## src/rtl/ccs_pkg.sv

```systemverilog
// constants and types for the clock source switch register block
package ccs_pkg;

	// apb byte addresses of the four registers
	localparam logic [11:0] REQUEST_ADDR = 12'h000;
	localparam logic [11:0] CURRENT_ADDR = 12'h004;
	localparam logic [11:0] CONTROL_ADDR = 12'h008;
	localparam logic [11:0] STATUS_ADDR  = 12'h00c;

	// request and current register layout
	localparam int SOURCE_LSB  = 4;
	localparam int SOURCE_MSB  = 6;
	localparam int DIVIDER_LSB = 0;
	localparam int DIVIDER_MSB = 3;

	// switch control register layout
	localparam int HOLD_BIT     = 7;
	localparam int SEC_PWR_BIT  = 6;
	localparam int DONE_BIT     = 4;
	localparam int NEW_RDY_BIT  = 3;

	// oscillator ready status layout
	localparam int EXT_RDY_BIT = 7;
	localparam int HF_RDY_BIT  = 6;
	localparam int MF_RDY_BIT  = 5;
	localparam int LF_RDY_BIT  = 4;
	localparam int SEC_RDY_BIT = 3;
	localparam int ADC_RDY_BIT = 2;
	localparam int PLL_RDY_BIT = 0;

	// source codes
	localparam logic [2:0] SRC_EXTERNAL  = 3'h7;
	localparam logic [2:0] SRC_HF_INT    = 3'h6;
	localparam logic [2:0] SRC_LF_INT    = 3'h5;
	localparam logic [2:0] SRC_SECONDARY = 3'h4;
	localparam logic [2:0] SRC_RESERVED3 = 3'h3;
	localparam logic [2:0] SRC_EXT_PLL   = 3'h2;
	localparam logic [2:0] SRC_HF_PLL    = 3'h1;
	localparam logic [2:0] SRC_RESERVED0 = 3'h0;

	// divider codes: ratio is two to the code
	localparam logic [3:0] DIV_BY_1     = 4'h0;
	localparam logic [3:0] DIV_BY_4     = 4'h2;
	localparam logic [3:0] DIV_MAX_CODE = 4'h9;

	// reset values of the control register
	localparam logic HOLD_RESET    = 1'b0;
	localparam logic SEC_PWR_RESET = 1'b0;

	// quiet time with the system clock gated during a swap
	localparam int CLOCK_PERIOD_NS = 40;
	localparam int GATE_QUIET_NS   = 80;
	localparam int GATE_QUIET_CYC  = (GATE_QUIET_NS + CLOCK_PERIOD_NS - 1) / CLOCK_PERIOD_NS;
	localparam logic [3:0] GATE_QUIET_COUNT = 4'(GATE_QUIET_CYC);

	typedef struct packed {
		logic [2:0] source;
		logic [3:0] divider;
	} ccs_sel_type;

	typedef struct packed {
		logic ext_ready;
		logic hf_ready;
		logic mf_ready;
		logic lf_ready;
		logic sec_ready;
		logic adc_ready;
		logic pll_enabled;
		logic pll_locked;
	} ccs_osc_type;

	localparam ccs_sel_type SEL_RESET = '{source: SRC_HF_INT, divider: DIV_BY_1};

endpackage

```

## src/rtl/ccs_switch_seq.sv

```systemverilog
// glitch free swap sequencer for the system clock selection
`timescale 1ns/1ps
module ccs_switch_seq (
	input  wire logic           i_clock,
	input  wire logic           i_rstn,
	input  wire logic           i_load,
	input  ccs_pkg::ccs_sel_type i_load_value,
	input  wire logic           i_start,
	input  ccs_pkg::ccs_sel_type i_target,
	output ccs_pkg::ccs_sel_type o_active,
	output logic                o_gate_enable,
	output logic                o_busy,
	output logic                o_done
);

	typedef enum logic [1:0] {SEQ_IDLE, SEQ_QUIET, SEQ_SWAP, SEQ_RESUME} ccs_seq_type;

	ccs_seq_type          state_reg;
	ccs_seq_type          state_next;
	ccs_pkg::ccs_sel_type active_reg;
	ccs_pkg::ccs_sel_type active_next;
	ccs_pkg::ccs_sel_type target_reg;
	ccs_pkg::ccs_sel_type target_next;
	logic [3:0]           count_reg;
	logic [3:0]           count_next;
	logic                 gate_reg;
	logic                 gate_next;
	logic                 done_reg;
	logic                 done_next;

	always_comb begin
		state_next  = state_reg;
		active_next = active_reg;
		target_next = target_reg;
		count_next  = count_reg;
		gate_next   = gate_reg;
		done_next   = 1'b0;
		unique case (state_reg)
			SEQ_IDLE: begin
				if (i_load) begin
					// clock runs once the fuse selection is in
					active_next = i_load_value;
					gate_next   = 1'b1;
				end else if (i_start) begin
					target_next = i_target;
					gate_next   = 1'b0;
					count_next  = ccs_pkg::GATE_QUIET_COUNT;
					state_next  = SEQ_QUIET;
				end
			end
			SEQ_QUIET: begin
				// old clock must fall silent before the mux moves
				if (count_reg <= 4'h1) begin
					state_next = SEQ_SWAP;
				end else begin
					count_next = count_reg - 4'h1;
				end
			end
			SEQ_SWAP: begin
				active_next = target_reg;
				count_next  = ccs_pkg::GATE_QUIET_COUNT;
				state_next  = SEQ_RESUME;
			end
			SEQ_RESUME: begin
				if (count_reg <= 4'h1) begin
					gate_next  = 1'b1;
					done_next  = 1'b1;
					state_next = SEQ_IDLE;
				end else begin
					count_next = count_reg - 4'h1;
				end
			end
		endcase
	end

	always_ff @(posedge i_clock or negedge i_rstn) begin
		if (!i_rstn) begin
			state_reg  <= SEQ_IDLE;
			active_reg <= ccs_pkg::SEL_RESET;
			target_reg <= ccs_pkg::SEL_RESET;
			count_reg  <= 4'h0;
			gate_reg   <= 1'b0;
			done_reg   <= 1'b0;
		end else begin
			state_reg  <= state_next;
			active_reg <= active_next;
			target_reg <= target_next;
			count_reg  <= count_next;
			gate_reg   <= gate_next;
			done_reg   <= done_next;
		end
	end

	assign o_active      = active_reg;
	assign o_gate_enable = gate_reg;
	assign o_busy        = (state_reg != SEQ_IDLE);
	assign o_done        = done_reg;

endmodule

```

## src/rtl/ccs_regs.sv

```systemverilog
// clock source switch registers with apb slave
//
// Functional notes
// - source codes select oscillator and pll
// - codes 011 and 000 act as 110
// - reserved source write changes nothing
// - divider ratio is two to code
// - source request loads from reset fuse
// - fuse zero makes request read only
// - divider resets 0010 for source 110
// - current register shows active source, divider
// - current register resets like request
// - hold suspends switch, raises switch flag
// - hold clear at ready completes switch
// - secondary oscillator power bit read/write
// - switch done when request equals current
// - new ready only while switching and ready
// - per oscillator ready bits in status
// - pll ready needs enable, input, lock
// - hf source follows external frequency select
// - old source runs until new ready
// - switch updates current, clears new ready
// - divider only change is immediately ready
//
// The register offsets and register access over APB were left to the implementer.
`timescale 1ns/1ps
module ccs_regs (
	input  wire logic           i_clock,
	input  wire logic           i_rstn,
	input  wire logic           i_psel,
	input  wire logic           i_penable,
	input  wire logic           i_pwrite,
	input  wire logic [11:0]    i_paddr,
	input  wire logic [31:0]    i_pwdata,
	input  wire logic [3:0]     i_pstrb,
	output logic [31:0]         o_prdata,
	output logic                o_pready,
	output logic                o_pslverr,
	input  wire logic [2:0]     i_reset_source_fuse,
	input  wire logic           i_switch_allowed_fuse,
	input  ccs_pkg::ccs_osc_type i_osc,
	output ccs_pkg::ccs_sel_type o_req_sel,
	output ccs_pkg::ccs_sel_type o_cur_sel,
	output logic [2:0]          o_cur_effective_source,
	output logic                o_hf_use_freq_select,
	output logic                o_pll_enable_request,
	output logic                o_secondary_osc_power,
	output logic                o_clock_gate_enable,
	output logic                o_switch_irq_flag
);

	// reserved codes fold onto hf internal
	function automatic logic [2:0] effective_source(input logic [2:0] src);
		effective_source = (src == ccs_pkg::SRC_RESERVED3 || src == ccs_pkg::SRC_RESERVED0) ?
			ccs_pkg::SRC_HF_INT : src;
	endfunction

	function automatic logic is_reserved(input logic [2:0] src);
		is_reserved = (src == ccs_pkg::SRC_RESERVED3 || src == ccs_pkg::SRC_RESERVED0);
	endfunction

	// divider reset value follows the source
	function automatic logic [3:0] reset_divider(input logic [2:0] src);
		reset_divider = (src == ccs_pkg::SRC_HF_INT) ? ccs_pkg::DIV_BY_4 : ccs_pkg::DIV_BY_1;
	endfunction

	// pll ready needs its input, enable and lock
	function automatic logic pll_ready(input ccs_pkg::ccs_osc_type osc, input logic in_ready);
		pll_ready = osc.pll_enabled && osc.pll_locked && in_ready;
	endfunction

	// readiness of the oscillator a code selects
	function automatic logic source_ready(input logic [2:0] src, input ccs_pkg::ccs_osc_type osc);
		logic r;
		r = 1'b0;
		unique case (effective_source(src))
			ccs_pkg::SRC_EXTERNAL:  r = osc.ext_ready;
			ccs_pkg::SRC_HF_INT:    r = osc.hf_ready;
			ccs_pkg::SRC_LF_INT:    r = osc.lf_ready;
			ccs_pkg::SRC_SECONDARY: r = osc.sec_ready;
			ccs_pkg::SRC_EXT_PLL:   r = pll_ready(osc, osc.ext_ready);
			ccs_pkg::SRC_HF_PLL:    r = pll_ready(osc, osc.hf_ready);
			default:                r = osc.hf_ready;
		endcase
		source_ready = r;
	endfunction

	function automatic logic uses_pll(input logic [2:0] src);
		uses_pll = (src == ccs_pkg::SRC_EXT_PLL || src == ccs_pkg::SRC_HF_PLL);
	endfunction

	function automatic logic [31:0] sel_word(input ccs_pkg::ccs_sel_type s);
		logic [31:0] w;
		w = 32'h0000_0000;
		w[ccs_pkg::SOURCE_MSB:ccs_pkg::SOURCE_LSB]   = s.source;
		w[ccs_pkg::DIVIDER_MSB:ccs_pkg::DIVIDER_LSB] = s.divider;
		sel_word = w;
	endfunction

	function automatic ccs_pkg::ccs_sel_type sel_of_word(input logic [31:0] w);
		ccs_pkg::ccs_sel_type s;
		s.source  = w[ccs_pkg::SOURCE_MSB:ccs_pkg::SOURCE_LSB];
		s.divider = w[ccs_pkg::DIVIDER_MSB:ccs_pkg::DIVIDER_LSB];
		sel_of_word = s;
	endfunction

	// apb address decode
	function automatic logic is_mapped(input logic [11:0] addr);
		is_mapped = (addr == ccs_pkg::REQUEST_ADDR) || (addr == ccs_pkg::CURRENT_ADDR) ||
			(addr == ccs_pkg::CONTROL_ADDR) || (addr == ccs_pkg::STATUS_ADDR);
	endfunction

	// pll input taken from the external oscillator only for code 010
	function automatic logic pll_input_ready(input logic [2:0] src, input ccs_pkg::ccs_osc_type osc);
		pll_input_ready = (src == ccs_pkg::SRC_EXT_PLL) ? osc.ext_ready : osc.hf_ready;
	endfunction

	ccs_pkg::ccs_sel_type req_reg;
	ccs_pkg::ccs_sel_type req_next;
	ccs_pkg::ccs_sel_type fuse_sel;
	ccs_pkg::ccs_sel_type cur_sel;
	ccs_pkg::ccs_sel_type wr_sel;
	logic                 loaded_reg;
	logic                 loaded_next;
	logic                 allow_reg;
	logic                 allow_next;
	logic                 hold_reg;
	logic                 hold_next;
	logic                 sec_pwr_reg;
	logic                 sec_pwr_next;
	logic                 new_rdy_reg;
	logic                 new_rdy_next;
	logic                 irq_reg;
	logic                 irq_next;
	logic [31:0]          rdata_reg;
	logic [31:0]          rdata_next;
	logic                 err_reg;
	logic                 err_next;
	logic                 setup;
	logic                 access;
	logic                 wr_req;
	logic                 wr_ctl;
	logic                 mapped;
	logic                 pending;
	logic                 req_ready;
	logic                 start;
	logic                 seq_busy;
	logic                 seq_done;
	logic                 gate_en;
	logic                 do_load;
	logic [7:0]           ctl_byte;
	logic [7:0]           stat_byte;

	assign setup   = i_psel && !i_penable;
	assign access  = i_psel && i_penable;
	assign mapped  = is_mapped(i_paddr);
	assign wr_req  = access && i_pwrite && i_pstrb[0] && (i_paddr == ccs_pkg::REQUEST_ADDR);
	assign wr_ctl  = access && i_pwrite && i_pstrb[0] && (i_paddr == ccs_pkg::CONTROL_ADDR);
	assign do_load = !loaded_reg;

	// fuse caught on first edge after release
	always_comb begin
		fuse_sel.source  = i_reset_source_fuse;
		fuse_sel.divider = reset_divider(i_reset_source_fuse);
		wr_sel           = sel_of_word(i_pwdata);
	end

	// request register and fuse capture
	always_comb begin
		req_next    = req_reg;
		loaded_next = 1'b1;
		allow_next  = allow_reg;
		if (do_load) begin
			req_next   = fuse_sel;
			allow_next = i_switch_allowed_fuse;
		end else if (wr_req && allow_reg && !is_reserved(wr_sel.source)) begin
			req_next = wr_sel;
		end
	end

	always_ff @(posedge i_clock or negedge i_rstn) begin
		if (!i_rstn) begin
			req_reg    <= ccs_pkg::SEL_RESET;
			loaded_reg <= 1'b0;
			allow_reg  <= 1'b0;
		end else begin
			req_reg    <= req_next;
			loaded_reg <= loaded_next;
			allow_reg  <= allow_next;
		end
	end

	// switch pending while request differs
	// a started swap runs to its end; a newer request waits for it
	assign pending = loaded_reg && (req_reg != cur_sel) && !seq_busy;

	assign req_ready = (req_reg.source == cur_sel.source) || source_ready(req_reg.source, i_osc);

	// start only when hold is clear
	// readiness rechecked so a fresh request cannot swap early
	assign start = new_rdy_reg && req_ready && !hold_reg && pending;

	// software control bits
	always_comb begin
		hold_next    = hold_reg;
		sec_pwr_next = sec_pwr_reg;
		if (wr_ctl) begin
			hold_next    = i_pwdata[ccs_pkg::HOLD_BIT];
			sec_pwr_next = i_pwdata[ccs_pkg::SEC_PWR_BIT];
		end
	end

	always_ff @(posedge i_clock or negedge i_rstn) begin
		if (!i_rstn) begin
			hold_reg    <= ccs_pkg::HOLD_RESET;
			sec_pwr_reg <= ccs_pkg::SEC_PWR_RESET;
		end else begin
			hold_reg    <= hold_next;
			sec_pwr_reg <= sec_pwr_next;
		end
	end

	// switch event flags
	always_comb begin
		new_rdy_next = new_rdy_reg;
		irq_next     = 1'b0;
		if (!pending && !seq_busy) begin
			new_rdy_next = 1'b0;
		end
		// request moved to an oscillator not yet ready
		if (pending && !req_ready) begin
			new_rdy_next = 1'b0;
		end
		if (seq_done) begin
			new_rdy_next = 1'b0;
		end
		// ready flag with switch flag, set wins
		if (pending && req_ready && !new_rdy_reg) begin
			new_rdy_next = 1'b1;
			irq_next     = 1'b1;
		end
	end

	always_ff @(posedge i_clock or negedge i_rstn) begin
		if (!i_rstn) begin
			new_rdy_reg <= 1'b0;
			irq_reg     <= 1'b0;
		end else begin
			new_rdy_reg <= new_rdy_next;
			irq_reg     <= irq_next;
		end
	end

	ccs_switch_seq u_seq (
		.i_clock       (i_clock),
		.i_rstn        (i_rstn),
		.i_load        (do_load),
		.i_load_value  (fuse_sel),
		.i_start       (start),
		.i_target      (req_reg),
		.o_active      (cur_sel),
		.o_gate_enable (gate_en),
		.o_busy        (seq_busy),
		.o_done        (seq_done)
	);

	// control register image
	always_comb begin
		ctl_byte = 8'h00;
		ctl_byte[ccs_pkg::HOLD_BIT]    = hold_reg;
		ctl_byte[ccs_pkg::SEC_PWR_BIT] = sec_pwr_reg;
		// done only when nothing is moving
		ctl_byte[ccs_pkg::DONE_BIT]    = loaded_reg && (req_reg == cur_sel) && !seq_busy;
		ctl_byte[ccs_pkg::NEW_RDY_BIT] = new_rdy_reg;
	end

	// status register image
	always_comb begin
		stat_byte = 8'h00;
		stat_byte[ccs_pkg::EXT_RDY_BIT] = i_osc.ext_ready;
		stat_byte[ccs_pkg::HF_RDY_BIT]  = i_osc.hf_ready;
		stat_byte[ccs_pkg::MF_RDY_BIT]  = i_osc.mf_ready;
		stat_byte[ccs_pkg::LF_RDY_BIT]  = i_osc.lf_ready;
		stat_byte[ccs_pkg::SEC_RDY_BIT] = i_osc.sec_ready;
		stat_byte[ccs_pkg::ADC_RDY_BIT] = i_osc.adc_ready;
		stat_byte[ccs_pkg::PLL_RDY_BIT] = pll_ready(i_osc, pll_input_ready(cur_sel.source, i_osc));
	end

	// read data latched in setup, answered in access
	always_comb begin
		rdata_next = rdata_reg;
		err_next   = err_reg;
		if (setup) begin
			err_next   = !mapped;
			rdata_next = 32'h0000_0000;
			unique case (i_paddr)
				// bit 7 of both reads zero
				ccs_pkg::REQUEST_ADDR: rdata_next = sel_word(req_reg);
				ccs_pkg::CURRENT_ADDR: rdata_next = sel_word(cur_sel);
				ccs_pkg::CONTROL_ADDR: rdata_next = {24'h00_0000, ctl_byte};
				ccs_pkg::STATUS_ADDR:  rdata_next = {24'h00_0000, stat_byte};
				default:               rdata_next = 32'h0000_0000;
			endcase
		end
	end

	always_ff @(posedge i_clock or negedge i_rstn) begin
		if (!i_rstn) begin
			rdata_reg <= 32'h0000_0000;
			err_reg   <= 1'b0;
		end else begin
			rdata_reg <= rdata_next;
			err_reg   <= err_next;
		end
	end

	// no wait states: read data was latched in setup
	assign o_prdata  = rdata_reg;
	assign o_pready  = access;
	assign o_pslverr = access && err_reg;

	// divider code drives the postscaler as two to the code
	assign o_req_sel              = req_reg;
	assign o_cur_sel              = cur_sel;
	assign o_cur_effective_source = effective_source(cur_sel.source);
	// hf frequency comes from outside select field
	assign o_hf_use_freq_select   = (effective_source(cur_sel.source) == ccs_pkg::SRC_HF_INT) ||
		(cur_sel.source == ccs_pkg::SRC_HF_PLL);
	// pll kept up for current or requested use
	assign o_pll_enable_request   = uses_pll(cur_sel.source) || uses_pll(req_reg.source);
	assign o_secondary_osc_power  = sec_pwr_reg;
	assign o_clock_gate_enable    = gate_en;
	assign o_switch_irq_flag      = irq_reg;

endmodule

```

## config.mk

```make
export PLATFORM = sky130hd
export DESIGN_NAME = ccs_regs
export DESIGN_NICKNAME = d
export VERILOG_FILES = /design/src/rtl/ccs_pkg.sv /design/src/rtl/ccs_switch_seq.sv /design/src/rtl/ccs_regs.sv
export SDC_FILE = /design/constraint.sdc
export NUM_CORES = 1
export LEC_CHECK = 0
export ABC_AREA = 1
export BUFFER_PORTS_ARGS = -buffer_cell sky130_fd_sc_hd__buf_2
export CAP_MARGIN = 0
export CORE_MARGIN = 2
export CORE_UTILIZATION = 42
export DETAILED_ROUTE_END_ITERATION = 8
export PLACE_DENSITY = 0.72
export SYNTH_ARGS = -nofsm -noshare
export SYNTH_HDL_FRONTEND = slang
export SYNTH_SLANG_ARGS = --single-unit
```

## constraint.sdc

```tcl
create_clock -name i_clock -period 1.85 [get_ports i_clock]
set_input_delay 0.2775 -clock i_clock [delete_from_list [all_inputs] [get_ports i_clock]]
set_output_delay 0.2775 -clock i_clock [all_outputs]
set_load 0.02 [all_outputs]
```

* Yosys cells after proc, flatten, opt, wreduce, memory -nomap -nowiden
Cells that the tools add are included.
Cells by class: add/sub/neg operators 1, muxes and demuxes 30, eq/ne operators 31, magnitude comparators 1, reduce and logical (&&, ||, !) cells 58
Operators by type and width (count):
- case mux 8 bit (4 select lines) | 1
- equality test 12 x 4 -> 1 bit (second input constant) | 2
- logical AND 1 bit | 24
- 2-to-1 mux 7 bit | 3
- equality test 3 x 2 -> 1 bit (second input constant) | 6
- equality test 3 bit (second input constant) | 5
- case mux 7 bit (2 select lines) | 1
- equality test 12 x 3 -> 1 bit (second input constant) | 1
- zero test 12 bit | 1
- 2-to-1 mux 4 bit | 3
- case mux 4 bit (3 select lines) | 1
- logical OR 1 bit | 11
- 2-to-1 mux 1 bit | 11
- 2-to-1 mux 2 bit | 5
- equality test 3 x 1 -> 1 bit (second input constant) | 3
- zero test 3 bit | 3
- AND reduction 3 bit | 3
- zero test 1 bit | 8
- inequality test 2 bit (second input constant) | 4
- case mux 2 bit (4 select lines) | 1
- equality test 7 bit | 1
- inequality test 7 bit | 1
- 2-to-1 mux 3 bit | 2
- inequality test 2 x 1 -> 1 bit (second input constant) | 3
- other kinds (14) | 17
Word-level totals: word-level logic and storage cells 139, flip-flop bits (word level) 68, input bits 65, output and inout port bits 56

* Logic depth before layout (Yosys ltp)
Gate-level depths: netlist (run 1).
depth after elaboration 12, depth in mapped cells 12, mapped depth without buffers 12

* Modules after synthesis
A second synthesis (run 1) with hierarchy kept.
Unflattened totals: cells, all modules 428, area total of the unflattened synthesis 3045.4 um^2
Modules (own cells, without submodules):
- ccs_regs | cells an instance 285, area each 1874.3 um^2, times used 1
- ccs_switch_seq | cells an instance 143, area each 1171.1 um^2, times used 1

* Worst setup path before layout (run 1)
No wires, ideal clock.
path kind flip-flop to flip-flop, start point register req_reg, in the netlist o_req_sel[5], end point register u_seq.target_reg[2] (netlist name), slack 280 ps, path buffers 1, library setup time 119 ps, data arrival time 1451 ps, stages on the path, launching flop included 11, path through dfstp_2 -> inv_2 -> nand2_1 -> nand2_1 -> nand3_2 -> nor2_4 -> nor2_4 -> nand3_4 -> buf_6 -> nand2_2 -> o21ai_2
On the way: longest elaborated chain between the ends 10
Ends and longest elaborated chain:
- start, declared | line ccs_regs.sv:118 | ccs_pkg::ccs_sel_type req_reg;
- start signal, assigned | line ccs_regs.sv:183 | req_reg <= ccs_pkg::SEL_RESET;
- start signal, assigned | line ccs_regs.sv:187 | req_reg <= req_next;
- equality test 3 x 2 -> 1 bit or zero test 3 bit (tied branches) | line ccs_regs.sv:54 | effective_source = (src == ccs_pkg::SRC_RESERVED3 || src == ccs_pkg::SRC_RESERVED0) ?
- logical OR 1 bit | line ccs_regs.sv:54
- 2-to-1 mux 3 bit | line ccs_regs.sv:54
- equality test 3 x 1 -> 1 bit (tied with other cells) | line ccs_regs.sv:76 | unique case (effective_source(src))
- case mux 1 bit (5 select lines) | line ccs_regs.sv:76
- logical OR 1 bit | line ccs_regs.sv:197 | assign req_ready = (req_reg.source == cur_sel.source) || source_ready(req_reg.source, i_osc);
- logical AND 1 bit (2 in a row) | line ccs_regs.sv:201 | assign start = new_rdy_reg && req_ready && !hold_reg && pending;
- logical AND 1 bit * | line ccs_regs.sv:201
- AND reduction 3 bit (no line) *
- end signal, assigned | line ccs_switch_seq.sv:80 | target_reg <= ccs_pkg::SEL_RESET;
- end signal, assigned | line ccs_switch_seq.sv:87 | target_reg <= target_next;
- end, declared | line ccs_switch_seq.sv:22 | ccs_pkg::ccs_sel_type target_reg;
Mark *: on every way between the ends. The rest lies on a longest branch, timed or not. A chain may end at the register's enable or synchronous reset.

* Worst setup path after layout (run 1)
start point register u_seq.active_reg, in the netlist u_seq.o_active[5], end point output port o_hf_use_freq_select
On the way: longest elaborated chain between the ends 5
Ends and longest elaborated chain:
- start, declared | line ccs_switch_seq.sv:20 | ccs_pkg::ccs_sel_type active_reg;
- start signal, assigned | line ccs_switch_seq.sv:79 | active_reg <= ccs_pkg::SEL_RESET;
- start signal, assigned | line ccs_switch_seq.sv:86 | active_reg <= active_next;
- equality test 3 x 2 -> 1 bit or zero test 3 bit (tied branches) | line ccs_regs.sv:54
- logical OR 1 bit | line ccs_regs.sv:54
- 2-to-1 mux 3 bit | line ccs_regs.sv:54
- equality test 3 bit | line ccs_regs.sv:327 | assign o_hf_use_freq_select = (effective_source(cur_sel.source) == ccs_pkg::SRC_HF_INT) ||
- logical OR 1 bit * | line ccs_regs.sv:327
- end, declared | line ccs_regs.sv:45 | output logic o_hf_use_freq_select,
Marked as above.

==> flow_metrics.py, run 1 <==
metrics = {
    "clock_tree": {
        "clock-sinks": 44,
        "cts.path.max_buffers": 2,
        "cts_root_buf": "clkbuf_8",
        "numCtsBuffers": 5,
        "htree_levels": 2,
        "clk_pin_slew_ns": 0.09,
        "cts_tree": "built",
        "clock_latency_ns": 0.30,
    },
    "timing": {
        "setup_tns_ns": 0,
        "clock.fmax_mhz": 576,
        "hold_viol": 0,
        "skew_ns": 0.00800,
        "fin_crit_sh_pct": 93.9,
        "setup_viol": 0,
        "relSlewSlack_pct": 63.4,
        "finalCriticalPeriod_ns": 1.74,
        "worst_pin_slew_ns": 0.550,
        "rsz0062_at_grt": "no",
        "hold_ws_ns": 0.0264,
        "fin_ws_ns": 0.113,
        "slew_violations": 0,
    },
    "synth": {
        "synth_top_area_share_pct": 34.1,
        "synth.most_common_cell": "nand2_1",
        "ys_types": 38,
        "synth_area_leaders": "dfrtp_1 34%, nand2_1 14%, buf_4 6.7%",
        "netlist_instances": 370,
        "synth_ff_type": "dfrtp_1",
        "avgSynthCellArea_um2": 7.53,
        "synthArstFlopShare_pct": 100,
        "yosysTopAreaCell": "dfrtp_1",
        "synth_warnings": 0,
        "synth_edf_count": 0,
        "synth_common_cells": "105 x nand2_1, 43 x inv_1, 38 x dfrtp_1",
        "mappedNetlistArea_um2": 2790,
        "ys_seq_elements": 44,
        "seq_area_frac_synth_pct": 39.8,
    },
    "floorplanning": {
        "die_x_um": 85.5,
        "ios": 121,
        "rows": 29,
        "fp.coreArea_um2": 6390,
        "fp.dieH_um": 85.5,
        "die_area_um2": 7300,
        "start_util_pct": 43.6,
    },
    "worst_hold_path": {
        "hold_path_class": "input pin to asynchronous set/reset pin",
    },
    "global_route": {
        "grt_max_degree": 45,
        "gr-total-overflow": 0,
        "grt_pass1_wl_mm": 10.7,
        "antenna_found_initial": 0,
        "grt_usage_pct": 18.7,
        "grt_pass1_vias": 2313,
    },
    "routing": {
        "drcViolationCount": 0,
        "ant_nets": 0,
        "avgViaCountPerCell": 4.92,
        "wl_mm": 6.77,
        "routedWlPerCell_um": 12.8,
        "vias": 2603,
        "drt_pass1_iterations": 4,
        "drtIter0Drc": 139,
    },
    "power": {
        "peakVddDrop_mv": 0.540,
        "p_leak_nw": 1.83,
        "power_density_nw_per_um2": 1270,
    },
    "final_layout": {
        "final_area_um2": 3320,
        "final_util_pct": 52.0,
        "drive_gt1_share_pct": 28.1,
        "diodes": 0,
        "area_delta_synth_final_pct": 19.1,
        "nFillCells": 652,
        "largest_reg_flops": 8,
        "final_nets": 522,
    },
    "worst_setup_path": {
        "arrival_ns": 1.46,
        "crit_fanout": 4,
        "crit_chain": "buf_4 -> nand2_2 -> xor2_1 -> inv_1 -> buf_2",
        "max_stage_delay_ns": 0.56,
        "worst_setup_path_start_kind": "register",
        "rrSetupSlack_ns": 0.17,
        "endpoint_kind": "output port",
        "crit_required_ns": 1.57,
        "critical_path_class": "register to output port",
        "slowest_stage": "dfstp_2",
    },
    "placed_design": {
        "pre_cts_ws_ns": 0.151,
        "io_buffers": 69,
        "postPlaceCellArea_um2": 3190,
        "dp_hpwl_mm": 5.27,
        "gp_congestion": 0.826,
    },
    "status": {
        "status": "finished clean",
    },
    "flow_run": {
        "max-cap-violations": 0,
    },
}
[stage by stage]
step | cells | total power, W
final | 529 | 0.00422
after CTS | 528 | 0.00421
after floorplan | 393 | 0.00285
after global placement | 520 | 0.00337
after global routing | 529 | 0.00453
after detailed placement | 520 | 0.00343
[power by group]
part	switching (W)	total (W)	internal [W]
combinational	0.00132	0.00203	0.000715
sequential	0.000182	0.00141	0.00123
clock	0.000366	0.000773	0.000407
[path summary, 6_finish.rpt]
kind | start | endpoint | cells after the start
setup / recovery | u_seq.o_active[5] | o_hf_use_freq_select | 5
hold / removal | i_rstn | u_seq.target_reg[0] | 2
setup reg to reg | o_req_sel[5] | u_seq.state_reg[0] | 11
hold reg to reg | u_seq.target_reg[6] | u_seq.target_reg[6] | 2
max in group asynchronous | i_rstn | u_seq.o_active[5] | 2
min in group i_clock | i_switch_allowed_fuse | allow_reg | 3
[routing by layer]
metal	wire length [µm]	vias to the layer above	GRT usage (%)
li1	-	1298	-
met1	3070	1212	24.5
met2	3160	87	31.1
met3	455	6	3.79
met4	74	0	5.48
met5	0	-	0
[worst max-delay path: cells and delay by family (launching register included)]
kind	cells	cell delay, ns
buffers and inverters	3	0.34
DFF	1	0.56
and+or+nand+nor	1	0.08
xor gates and xnor gates	1	0.17
[cells in the final DEF (no fill, tap or decap), types with 2 or more instances in the layout]
cell        n
buf_2      69
o21ai_0    27
o21ai_2     8
nand2_1   103
nor2_1     18
dfrtp_1    38
o22ai_1     5
nor2_2      2
nor3_2      2
clkbuf_8    5
buf_4       9
nand3_1    27
nand4_1     3
nand2_2     7
inv_1      43
or2_2       2
dfstp_2     6
clkinv_1    2
nand3_2     3
ha_1        6
o21ai_1     5
conb_1     25
nor3_1      2
o211ai_1    6
nor2_4      2
nand2_4     2
a21oi_1     7
inv_2       4
[final cells by class]
class	instances	area, µm²	share of cell area (%)
Multi-Input combinational cell	272	1380	41.6
Sequential cell	44	1110	33.4
Timing Repair Buffer	79	433	13.0
Inverter	49	184	5.54
Tap cell	77	96.3	2.90
Clock buffer	5	68.8	2.07
Clock inverter	3	46.3	1.40
[timing repair]
| item | 4_1_cts | 5_1_grt |
|---|---|---|
| hold buffers | 0 | 0 |
| endpoints found under the hold margin | 0 | 0 |
| endpoints found under the setup margin | 0 | 6 |
| buffers inserted | 0 | 1 |
| resized for setup | 0 | 3 |
[cells by family after synthesis]
kind of cell	Yosys count	synth area share (%)
compound gates	61	13.1
other cells	2	0.270
fa+ha+maj	6	2.69
simple gates	177	29.1
xor+xnor	2	0.629
mux	1	0.404
buf+inv	77	14.1
flops	44	39.8
Note: power is estimated with default switching activity, not from simulation.
==> run 2, diff against run 1 <==
ABC_AREA = default   (was 1)
CORE_MARGIN = 1.5   (was 2)
PLACE_DENSITY = 0.71   (was 0.72)
==> run 2 against run 1 <==
- the run now ends with negative setup slack left
- count of clock-buffer cells in the layout increased by 1
- flip-flop and latch count did not move
- non-clock buffer count grew 39
- clock skew rose by 0.0017 ns
- final cell count down 8.5%
- sequential share of layout area shrank 4.1 points
- final area is 14% higher
- utilization increased by 4.4 points
- wire length up 14%
- power increased by 5.2%
- synthesized cell count fell by 21%
- register-to-register slack lost 0.39 ns
- largest power group unchanged
==> flow_metrics.py, run 2 <==
metrics = {
    "synth": {
        "ys_types": 57,
        "netlist_instances": 293,
        "synth_warnings": 0,
        "synth.most_common_cell": "dfrtp_1",
        "avgSynthCellArea_um2": 9.86,
        "synth_common_cells": "38 x dfrtp_1, 28 x buf_4, 27 x nand2_1",
        "mappedNetlistArea_um2": 2890,
        "synth_area_leaders": "dfrtp_1 33%, buf_4 7.3%, mux2i_1 7.3%",
        "synthArstFlopShare_pct": 100,
        "synth_ff_type": "dfrtp_1",
        "yosysTopAreaCell": "dfrtp_1",
        "ys_seq_elements": 44,
        "synth_edf_count": 0,
        "seq_area_frac_synth_pct": 38.4,
        "synth_top_area_share_pct": 32.9,
    },
    "final_layout": {
        "largest_reg_flops": 8,
        "drive_gt1_share_pct": 42.1,
        "final_nets": 474,
        "area_delta_synth_final_pct": 31.1,
        "diodes": 0,
        "final_cell_mix": "68 x buf_2, 43 x buf_4, 37 x dfrtp_1",
        "mostFrequentLayoutCell": "buf_2",
    },
    "floorplanning": {
        "die_x_um": 86.0,
        "fp.dieH_um": 86.0,
        "fp.coreArea_um2": 6720,
        "die_area_um2": 7390,
        "ios": 121,
        "rows": 30,
        "start_util_pct": 43.0,
    },
    "worst_setup_path": {
        "arrival_ns": 2.29,
        "endpoint_kind": "register",
        "crit_fanout": 6,
        "crit_required_ns": 2.07,
        "cp_top_family": "flip-flops",
        "critPathMostFrequentCell": "buf_4",
        "max_stage_delay_ns": 0.64,
        "critical_path_class": "register to register",
        "cp.buffers_inverters": 3,
        "slowest_stage": "dfstp_2",
        "crit_chain": "buf_6 -> xor2_4 -> nor3_4 -> nor4_4 -> buf_4 -> buf_4 -> o31ai_2 -> a21boi_1",
        "worst_setup_path_start_kind": "register",
    },
    "clock_tree": {
        "cts_tree": "built",
        "clk_pin_slew_ns": 0.09,
        "cts_root_buf": "clkbuf_8",
        "htree_levels": 2,
        "clock_latency_ns": 0.31,
        "clock-sinks": 44,
        "numCtsBuffers": 5,
        "cts.path.max_buffers": 2,
    },
    "timing": {
        "fin_ws_ns": -0.216,
        "slew_violations": 0,
        "hold_viol": 0,
        "skew_ns": 0.00970,
        "setup_viol": 16,
        "clock.fmax_mhz": 484,
        "fin_crit_sh_pct": 112,
        "rsz0062_at_grt": "yes",
        "finalCriticalPeriod_ns": 2.07,
    },
    "global_route": {
        "grt_max_degree": 20,
        "gr-total-overflow": 0,
        "grt_usage_pct": 20.9,
        "antenna_found_initial": 0,
        "grt_pass1_vias": 2513,
        "grt_pass1_wl_mm": 12.1,
    },
    "routing": {
        "route.met2.wl_mm": 3.76,
        "drtIter0Drc": 150,
        "wl_mm": 7.70,
        "avgViaCountPerCell": 5.32,
        "dr_wl_met3_um": 397,
        "ant_nets": 0,
        "wl_met1_mm": 3.43,
        "routedWlPerCell_um": 15.9,
        "routed.top_layer": "met4",
        "drcViolationCount": 0,
        "drt_pass1_iterations": 4,
        "vias": 2576,
    },
    "power": {
        "peakVddDrop_mv": 0.470,
        "power_density_nw_per_um2": 1170,
        "p_leak_nw": 1.84,
        "p_total_w": 0.00444,
    },
    "worst_hold_path": {
        "hold_path_class": "input pin to register",
    },
    "status": {
        "status": "finished, violations left",
        "violations": "negative setup slack",
    },
    "flow_run": {
        "max-cap-violations": 0,
    },
    "placed_design": {
        "dp_hpwl_mm": 5.80,
        "io_buffers": 69,
        "pre_cts_ws_ns": -0.309,
        "gp_congestion": 0.882,
    },
}
[run 2: changes by cell type in the layout (fill, tap and decap cells not counted), moves of 8 or more]
cell     delta
nand2_1    -78
buf_4      +34
nand3_1    -24
o21ai_2     -8
o21ai_0    -14
mux2i_1    +20
inv_1      -32
[run 2: report_power, final]
part	switching [W]	total (W)	leakage (nW)	internal [W]
clock network	0.000344	0.000745	0.0552	0.000401
registers	0.000143	0.00131	0.561	0.00117
logic	0.00133	0.00238	1.23	0.00105
total	0.00182	0.00444	1.84	0.00262
[run 2: worst register-to-register path, cell delays in order (launching register included)]
cell and delay (ns):
dfstp_2 0.64, buf_6 0.15, xor2_4 0.07, nor3_4 0.27, nor4_4 0.10, buf_4 0.17, buf_4 0.13, o31ai_2 0.25
a21boi_1 0.20
[run 2: worst paths after layout]
path                                             from                  end  slack [ns]  cells after the start
worst max register to register           o_req_sel[5]  u_seq.o_gate_enable       -0.22                      8
max in group asynchronous                      i_rstn          o_prdata[5]        0.73                      4
worst min-delay path            i_switch_allowed_fuse            allow_reg        0.20                      2
min in group asynchronous                      i_rstn  u_seq.target_reg[4]        0.42                      2
worst min register to register           u_seq.o_done          new_rdy_reg        0.43                      1
worst max-delay path                     o_req_sel[5]  u_seq.o_gate_enable       -0.22                      8
[run 2: layout make-up]
cell class / instances / area (µm²)
Inverter: 12 / 45.0
Timing Repair Buffer: 118 / 758
Multi-Input combinational cell: 222 / 1670
Fill cell: 602 / 2930
Clock buffer: 6 / 72.6
Clock inverter: 2 / 35.0
Tap cell: 80 / 100
Sequential cell: 44 / 1110
[run 2: cells by family after synthesis]
kind of cell    count (synthesis)  share of synthesized area (%)
flops                          44                           38.4
other cells                     2                          0.260
simple gates                   86                           16.5
fa+ha+maj                       6                           2.60
compound gates                 61                           14.8
buf+inv                        50                           10.4
xor+xnor                       10                           3.03
mux                            34                           14.0
[run 2: metrics by stage]
| stage | instance area, µm² | TNS, ns | hold WS (ns) | cells | utilization [%] |
|---|---|---|---|---|---|
| after floorplan | 3000 | -2.75 | -0.0181 | 316 | - |
| after global placement | 3510 | -2.83 | 0.213 | 470 | 52.2 |
| after detailed placement | 3510 | -3.82 | 0.214 | 470 | 52.2 |
| after CTS | 3690 | -2.03 | 0.200 | 483 | 55.0 |
| after global routing | 3790 | -3.69 | 0.213 | 484 | 56.4 |
| final | 3790 | -2.42 | 0.196 | 484 | 56.4 |
[run 2: repair_timing]
action,4_1_cts,5_1_grt
buffers inserted,4,1
hold endpoints to repair,11,0
endpoints found under the setup margin,17,19
gates cloned,0,0
hold buffers,1,0
pin swaps,8,6
resized for setup,6,17
[run 2: per-layer routing]
layer  vias up  GRT usage [%]
met2        94           35.9
met3         9           3.66
li1       1216              -
met1      1257           27.0
met4         0           6.30
met5         -              0
==> run 3, diff against run 2 <==
CORE_UTILIZATION = 30   (was 42)
PLACE_DENSITY = 0.54   (was 0.71)
==> run 3 against run 2 <==
- the flow still finishes with violations (negative setup slack)
- hold slack better by 0.0054 ns
- setup slack worse by 0.027 ns
- critical path depth is 2 lower
- sequential share of layout area fell by 1.1 points
- maximum frequency decreased by 1.3%
- critical path type unchanged
- largest cell class unchanged
- highest routed layer unchanged
==> flow_metrics.py, run 3 (synthesized netlist as in run 2, its figures left out) <==
metrics = {
    "status": {
        "status": "finished, violations left",
        "violations": "negative setup slack",
    },
    "worst_setup_path": {
        "rrSetupSlack_ns": -0.24,
        "worst_setup_path_start_kind": "register",
        "r2r-start": "o_req_sel[5]",
        "startpoint": "o_req_sel[5]",
        "arrival_ns": 2.27,
        "endpoint_kind": "register",
        "crit_fanout": 5,
        "critical_path_class": "register to register",
        "reg2reg_to": "u_seq.state_reg[1]",
        "crit_required_ns": 2.03,
        "r2r_cells": 6,
    },
    "final_layout": {
        "mostFrequentLayoutCell": "buf_2",
        "final_util_pct": 42.4,
        "final_area_um2": 3940,
        "final_cells": 535,
        "final_cell_mix": "68 x buf_2, 44 x buf_4, 36 x dfrtp_1",
        "area_delta_synth_final_pct": 36.3,
        "diodes": 0,
        "largest_reg_flops": 8,
        "final_nets": 476,
        "drive_gt1_share_pct": 44.3,
        "nFillCells": 958,
    },
    "timing": {
        "clock.fmax_mhz": 478,
        "fin_ws_ns": -0.244,
        "skew_ns": 0.0120,
        "fin_crit_sh_pct": 113,
        "slew_violations": 0,
        "hold_viol": 0,
        "setup_viol": 17,
        "finalCriticalPeriod_ns": 2.09,
        "rsz0062_at_grt": "yes",
        "setup_tns_ns": -2.77,
    },
    "power": {
        "p_total_w": 0.00450,
        "pwr-share-comb_pct": 57.1,
        "power.switching_w": 0.00191,
        "p_leak_nw": 1.85,
        "pwr-share-seq_pct": 29.1,
        "clock_power_share_pct": 13.8,
        "power_density_nw_per_um2": 1140,
        "peakVddDrop_mv": 0.467,
        "p_int_w": 0.00258,
        "p_sw_share_pct": 42.6,
    },
    "floorplanning": {
        "die_area_um2": 10200,
        "rows": 35,
        "start_util_pct": 31.1,
        "ios": 121,
        "fp.dieH_um": 101,
        "die_x_um": 101,
        "fp.coreArea_um2": 9280,
    },
    "clock_tree": {
        "clk_pin_slew_ns": 0.10,
        "clock-sinks": 44,
        "cts.path.max_buffers": 2,
        "clock_latency_ns": 0.30,
        "htree_levels": 2,
        "cts_tree": "built",
        "numCtsBuffers": 5,
        "cts_root_buf": "clkbuf_8",
    },
    "global_route": {
        "gr-total-overflow": 0,
        "antenna_found_initial": 0,
        "grt_max_degree": 27,
        "grt_pass1_vias": 2425,
        "grt_usage_pct": 15.8,
        "grt_pass1_wl_mm": 12.5,
    },
    "placed_design": {
        "gp_congestion": 0.775,
        "io_buffers": 69,
        "place_inst": 522,
        "postPlaceCellArea_um2": 3620,
        "dp_hpwl_mm": 6.02,
    },
    "routing": {
        "wl_mm": 7.97,
        "routedWlPerCell_um": 14.9,
        "drt_pass1_iterations": 4,
        "ant_nets": 0,
        "drtIter0Drc": 94,
        "vias": 2517,
        "avgViaCountPerCell": 4.70,
        "drcViolationCount": 0,
    },
    "worst_hold_path": {
        "min_to": "allow_reg",
        "whs_path_depth": 2,
        "hold_path.startpoint": "i_switch_allowed_fuse",
        "hold_path_class": "input pin to register",
    },
    "flow_run": {
        "max-cap-violations": 0,
    },
}
run 3: repair_timing:
item                       4_1_cts  5_1_grt
hold endpoints to repair        18        0
pin swaps                        9       10
hold buffers                     1        0
resized for setup                8       28
setup buffers                    2        4
setup endpoints to repair       19       21
run 3: area by class of cell:
cell class / instances / area (µm²) / share of cell area, %
clock buffer: 6 / 72.6 / 1.84
timing repair buffer: 120 / 795 / 20.2
multi-input combinational: 222 / 1740 / 44.1
sequential: 44 / 1110 / 28.2
tap: 129 / 161 / 4.10
inverter: 12 / 48.8 / 1.24
clock inverter: 2 / 12.5 / 0.318
run 3: layer usage:
| layer | routed length, µm | GRT usage [%] |
|---|---|---|
| met1 | 3700 | 21.5 |
| met2 | 3680 | 26.2 |
| met3 | 465 | 2.69 |
| met4 | 116 | 4.06 |
| met5 | 0 | 0 |
run 3: worst max path at each step:
stage,endpoint,slack (ns),cells past startpoint
2_1_floorplan,u_seq.target_reg[0],-0.23,6
6_report,u_seq.state_reg[1],-0.24,6
4_1_cts,u_seq.state_reg[1],-0.22,5
3_3_place_gp,u_seq.count_reg[1],-0.24,5
3_5_place_dp,u_seq.state_reg[1],-0.27,5
5_1_grt,u_seq.state_reg[1],-0.28,6
run 3: critical path, cell delays in order, from the launching register on:
cell and delay [ns]:
dfstp_2 0.62, buf_12 0.14, xor2_4 0.17, nor3b_2 0.09
or4_4 0.56, a31oi_4 0.27, o32ai_2 0.13
run 3: through the flow:
step | worst slack [ns] | hold WS [ns]
floorplan | -0.228 | -0.0181
global placement | -0.236 | 0.262
detailed placement | -0.275 | 0.274
CTS | -0.222 | 0.196
global route | -0.282 | 0.203
finish | -0.244 | 0.201
run 3: power by group through the flow:
stage | Sequential, W | Clock [W] | Combinational [W]
floorplan | 0.00137 | 0 | 0.00139
detailed placement | 0.00131 | 0 | 0.00220
global route | 0.00134 | 0.000664 | 0.00278
finish | 0.00131 | 0.000621 | 0.00257
CTS | 0.00130 | 0.000634 | 0.00226
global placement | 0.00131 | 0 | 0.00218
